$ cat config.mk
export PLATFORM = sky130hd
export DESIGN_NAME = rbt_transceiver
export DESIGN_NICKNAME = d
export VERILOG_FILES = /design/src/rbt_transceiver.v
export VERILOG_INCLUDE_DIRS = /design/src
export SDC_FILE = /design/constraint.sdc
export NUM_CORES = 1
export LEC_CHECK = 0
export BUFFER_PORTS_ARGS = -buffer_cell sky130_fd_sc_hd__buf_2
export CORE_MARGIN = 2
export CORE_UTILIZATION = 60
export CTS_CLUSTER_DIAMETER = 50
export CTS_CLUSTER_SIZE = 12
export DETAILED_ROUTE_END_ITERATION = 7
export PLACE_DENSITY = 0.84
export SLEW_MARGIN = 20
export SYNTH_ARGS = -nofsm -noshare
export SYNTH_HDL_FRONTEND = slang
export SYNTH_SLANG_ARGS = --single-unit
$ cat constraint.sdc
create_clock -name core_clk -period 3.03 [get_ports core_clk]
set_input_delay 0.1515 -clock core_clk [delete_from_list [all_inputs] [get_ports core_clk]]
set_output_delay 0.1515 -clock core_clk [all_outputs]
set_load 0.05 [all_outputs]
$ cat src/rbt_defines.vh
`ifndef RBT_DEFINES_VH
`define RBT_DEFINES_VH

// data bits carried by each path
`define RBT_WIDTH 18
// path indices in the packed control vectors
`define RBT_PATH_AB 0
`define RBT_PATH_BA 1
// stored data after reset
`define RBT_STORE_RST 18'h00000
// input filter defaults: drive enables idle high (off), the rest low
`define RBT_DRIVE_N_RST 2'h3
`define RBT_CTRL_RST 2'h0
`define RBT_DATA_RST 18'h00000

`endif

$ cat src/rbt_transceiver.v
// Notes on behaviour
// - there are two independent 18-bit paths, A to B and B to A, each with its own drive enable, transparent, capture clock and clock gate.
// - data passes through each path without inversion.
// - while a path is transparent its output follows the source bus regardless of clock and clock gate.
// - with transparency off and the capture clock steady, the path holds its stored value.
// - with transparency off and clock gate low, a rising capture clock edge stores the source bus and presents it.
// - an active-low drive enable drives the destination bus when low and releases all 18 pins when high.
// - with clock gate high and transparency off, capture clock edges are ignored.
// - the B to A path behaves like the A to B path with the A bus as destination.
`timescale 1ns/1ps
`include "rbt_defines.vh"

// three-stage pin filter: a change is taken once stages two and three agree
module rbt_pin_filter #(
  parameter W = 1,
  parameter [W-1:0] INIT = {W{1'b0}}
) (
  input wire core_clk,
  input wire rst_b,
  input wire [W-1:0] pinIn,
  output reg [W-1:0] clean_reg
);
  reg [W-1:0] stage1_reg;
  reg [W-1:0] stage2_reg;
  reg [W-1:0] stage3_reg;
  genvar i;

  always @(posedge core_clk or negedge rst_b) begin
    if (!rst_b) begin
      stage1_reg <= INIT;
      stage2_reg <= INIT;
      stage3_reg <= INIT;
    end else begin
      stage1_reg <= pinIn;
      stage2_reg <= stage1_reg;
      stage3_reg <= stage2_reg;
    end
  end

  // per bit, so a skewed bus settles bit by bit rather than stalling whole
  generate
    for (i = 0; i < W; i = i + 1) begin : g_bit
      always @(posedge core_clk or negedge rst_b) begin
        if (!rst_b) begin
          clean_reg[i] <= INIT[i];
        end else if (stage2_reg[i] == stage3_reg[i]) begin
          clean_reg[i] <= stage3_reg[i];
        end
      end
    end
  endgenerate
endmodule

module rbt_transceiver (
  input wire core_clk,
  input wire rst_b,
  input wire a_to_b_drive_en_n,
  input wire b_to_a_drive_en_n,
  input wire a_to_b_transparent,
  input wire b_to_a_transparent,
  input wire a_to_b_capture_clk,
  input wire b_to_a_capture_clk,
  input wire a_to_b_clk_gate_n,
  input wire b_to_a_clk_gate_n,
  input wire [`RBT_WIDTH-1:0] sideOneBusIn,
  output wire [`RBT_WIDTH-1:0] sideOneBusOut,
  output wire [`RBT_WIDTH-1:0] sideOneBusOe,
  input wire [`RBT_WIDTH-1:0] sideTwoBusIn,
  output wire [`RBT_WIDTH-1:0] sideTwoBusOut,
  output wire [`RBT_WIDTH-1:0] sideTwoBusOe
);
  wire [1:0] driveN;
  wire [1:0] transp;
  wire [1:0] capClk;
  wire [1:0] gateN;
  wire [2*`RBT_WIDTH-1:0] srcClean;
  reg [1:0] capPrev_reg;
  reg [`RBT_WIDTH-1:0] store_reg [0:1];
  reg [`RBT_WIDTH-1:0] oe_reg [0:1];
  genvar p;

  rbt_pin_filter #(.W(2), .INIT(`RBT_DRIVE_N_RST)) u_drive (
    .core_clk(core_clk),
    .rst_b(rst_b),
    .pinIn({b_to_a_drive_en_n, a_to_b_drive_en_n}),
    .clean_reg(driveN)
  );
  rbt_pin_filter #(.W(2), .INIT(`RBT_CTRL_RST)) u_transp (
    .core_clk(core_clk),
    .rst_b(rst_b),
    .pinIn({b_to_a_transparent, a_to_b_transparent}),
    .clean_reg(transp)
  );
  rbt_pin_filter #(.W(2), .INIT(`RBT_CTRL_RST)) u_cap (
    .core_clk(core_clk),
    .rst_b(rst_b),
    .pinIn({b_to_a_capture_clk, a_to_b_capture_clk}),
    .clean_reg(capClk)
  );
  rbt_pin_filter #(.W(2), .INIT(`RBT_CTRL_RST)) u_gate (
    .core_clk(core_clk),
    .rst_b(rst_b),
    .pinIn({b_to_a_clk_gate_n, a_to_b_clk_gate_n}),
    .clean_reg(gateN)
  );
  // our own driven value loops back on the in side; harmless, it equals the store
  rbt_pin_filter #(.W(2*`RBT_WIDTH), .INIT({`RBT_DATA_RST, `RBT_DATA_RST})) u_data (
    .core_clk(core_clk),
    .rst_b(rst_b),
    .pinIn({sideTwoBusIn, sideOneBusIn}),
    .clean_reg(srcClean)
  );

  // one decode for both paths, so the two directions cannot drift apart
  function rbt_capture_hit;
    input transpIn;
    input gateNIn;
    input clkNow;
    input clkPrev;
    begin
      rbt_capture_hit = !transpIn && !gateNIn && clkNow && !clkPrev;
    end
  endfunction

  // follow and capture both load the filtered source
  function rbt_load_hit;
    input transpIn;
    input gateNIn;
    input clkNow;
    input clkPrev;
    begin
      rbt_load_hit = transpIn || rbt_capture_hit(transpIn, gateNIn, clkNow, clkPrev);
    end
  endfunction

  // path 0 is A to B, path 1 is B to A; identical logic for both
  generate
    for (p = 0; p < 2; p = p + 1) begin : g_path
      wire [`RBT_WIDTH-1:0] srcPath;
      wire loadHit;
      assign srcPath = srcClean[p*`RBT_WIDTH +: `RBT_WIDTH];
      assign loadHit = rbt_load_hit(transp[p], gateN[p], capClk[p], capPrev_reg[p]);
      always @(posedge core_clk or negedge rst_b) begin
        if (!rst_b) begin
          capPrev_reg[p] <= 1'b0;
          store_reg[p] <= `RBT_STORE_RST;
          oe_reg[p] <= {`RBT_WIDTH{1'b0}};
        end else begin
          capPrev_reg[p] <= capClk[p];
          oe_reg[p] <= {`RBT_WIDTH{~driveN[p]}};
          if (loadHit) begin
            store_reg[p] <= srcPath;
          end
          // otherwise hold: steady clock or gated edge
          // store keeps the last followed value as transparency drops
        end
      end
    end
  endgenerate

  assign sideTwoBusOut = store_reg[`RBT_PATH_AB];
  assign sideTwoBusOe = oe_reg[`RBT_PATH_AB];
  assign sideOneBusOut = store_reg[`RBT_PATH_BA];
  assign sideOneBusOe = oe_reg[`RBT_PATH_BA];
endmodule

==> impl_metrics.ini <==
[run_status]
status = complete, no violations

[floorplanning]
die_y_um = 115
io_pins = 118
row_count = 40
start_util_pct = 61.3
design.die.area_um2 = 13100
die_w_um = 115
fp.coreArea_um2 = 12000

[grt]
grt_pass1_wl_um = 21000
overflow = 0
antenna_found_initial = 0
grtUsageTotal_pct = 20.3
grt_pass1_vias = 4140
grt_max_degree = 94

[cts]
cts_tree = yes
insertion_delay_ns = 0.49
cts-htree-levels = 1
cts_buffers = 22
cts_resized = 0
path_clk_slew_ns = 0.06
cts_sinks = 216
clockBufferDepth = 3
cts_root_buf = clkbuf_16

[pwr]
p_per_area_nw_per_um2 = 784
p_total_w = 0.00695
peakVddDrop_mv = 0.617
p_leak_nw = 3.91

[yosys]
synth.area.mux_share_pct = 0
yosys.cell_count.top_type = dfrtp_1
synth_xor_xnor_area_share_pct = 0
synth_area_per_cell_um2 = 15.8
ys_seq_area_share_pct = 73.9
ys_ff_latch = 216
yosys.area.top_type = dfrtp_1
yosys.area_share.simple_pct = 11.1
yosysWarnings = 0
syn_area_um2 = 7330
synth_cells = 464
synth-edff-count = 0
synthTopCellsByCount = 208 x dfrtp_1, 44 x maj3_1, 36 x nand2_1, 36 x nand2b_1, 36 x o211ai_1
synth_compound_area_share_pct = 3.69
async_flop_share_pct = 100
synth_top_cell_area_share_pct = 71.0
yosys-top-cells-area = dfrtp_1 71%, maj3_1 6.0%, nand4bb_1 5.2%
synth_fa_ha_area_share_pct = 6.01
ys_types = 15
synth_top_family_by_area = simple AND/OR/NAND/NOR gates
synthFlopType = dfrtp_1
synth_fp_nets = 510

[drt]
dr_total_vias = 4015
wl_per_cell_um = 16.9
drt_iter0_markers = 193
drc_errors = 0
wl_um = 12800
firstDrtPassIters = 5
ant_nets = 0
vias_per_cell = 5.33

[timing]
fin_setup_tns_ns = 0
layout_min_cycle_time_ns = 1.93
finalHoldViolCount = 0
fin_ws_ns = 1.10
rsz0062_at_grt = false
hold_slack_ns = 0.257
fmax_ghz = 0.519
drv_slew = 0
setup_viol = 0
fin_skew_ns = 0.00900
worstMarginPinSlew_ns = 0.955
relSlewSlack_pct = 36.4
period_share_pct = 63.6

[critical_path]
regToRegSetupSlack_ns = 1.10
crit_path_end_kind = flip-flop
r2r_cells = 2
worstPathMaxFanout = 21
reg2reg_from = u_cap.clean_reg[0]
startpoint_type = flip-flop
crit_type = flip-flop to flip-flop
required_ns = 3.36
worstReg2RegEnd = sideTwoBusOut[5]
cp.arrival_ns = 2.25

[flow_run]
cap_viol_max_count = 0

[place]
gp_congestion = 0.707
place_hpwl_um = 7570
place_ws_ns = 1.14
port_buffers = 117

[finish]
antenna_cells = 0
utilization_pct = 74.1
drive_gt1_share_pct = 25.9
area_growth_syn_to_layout_pct = 21.0
nets = 642

[hold_path]
hold_class = primary input to asynchronous set/reset pin
## cell usage in the layout (no fill, tap or decap)
cell type | synthesis | routed
nor3b_4 | 2 | 2
buf_4 | 34 | 1
inv_1 | 2 | 2
buf_2 | 8 | 116
buf_8 | 0 | 1
bufinv_16 | 0 | 1
dlygate4sd3_1 | 0 | 45
clkinv_4 | 0 | 1
dfstp_2 | 8 | 8
clkbuf_16 | 0 | 23
maj3_1 | 44 | 44
clkbuf_1 | 8 | 8
nand2_1 | 36 | 36
dfrtp_1 | 208 | 208
clkbuf_8 | 0 | 1
nand4bb_1 | 34 | 34
nand2b_1 | 36 | 36
nand4bb_2 | 2 | 2
o211ai_1 | 36 | 36
buf_12 | 0 | 1
## cells by family (layout without fill, tap and decap cells)
family                   after synthesis  after routing
flip-flops                           216            216
AO/OA/AOI/OAI                         36             36
AND/OR/NAND/NOR                      110            110
buffers and inverters                 58            200
adder cells (fa/ha/maj)               44             44
## critical path, stage by stage, from the launching register on
cell and delay (ns):
dfrtp_1 0.79, nor3b_4 0.75, o211ai_1 0.22
## routing by layer
| layer | share of wire (%) | track usage [%] | vias up |
|---|---|---|---|
| met3 | 3.8 | 3.44 | 24 |
| li1 | - | - | 1831 |
| met5 | 0 | 0 | - |
| met1 | 41 | 26.3 | 2049 |
| met4 | 2.3 | 6.50 | 0 |
| met2 | 53 | 35.3 | 111 |
## where the power goes
group | internal, W | switching, W
Combinational | 0.000326 | 0.000770
Clock | 0.00149 | 0.000992
Sequential | 0.00314 | 0.000228
## worst max path at each step
stage	start	to	slack [ns]	cells past startpoint
2_1_floorplan	sideOneBusOe[0]	sideOneBusOe[10]	1.71	1
3_3_place_gp	u_cap.clean_reg[0]	sideTwoBusOut[14]	1.29	2
3_5_place_dp	u_cap.clean_reg[1]	sideOneBusOut[13]	1.14	2
4_1_cts	u_cap.clean_reg[0]	sideTwoBusOut[15]	1.12	2
5_1_grt	u_cap.clean_reg[0]	sideTwoBusOut[12]	0.97	2
6_report	u_cap.clean_reg[0]	sideTwoBusOut[5]	1.10	2
## metrics by stage
step / cell area [um^2] / std cells
after CTS: 8860 / 753
after detailed placement: 7750 / 674
after floorplan: 7330 / 464
final: 8860 / 753
after global placement: 7750 / 674
after global routing: 8860 / 753
## final cells by class
type                    instances  area (um^2)
flip-flops and latches        216         5420
fillers                       728         3100
multi-input cells             190         1520
repair buffers                164         1070
clock buffers                  32          619
well taps                     147          184
clock inverters                 2         38.8
inverters                       2         7.51
## what timing repair did
action	4_1_cts	5_1_grt
endpoints found under the hold margin	123	0
setup buffers	0	0
hold buffers	45	0
(Power assumes the default switching activity.)
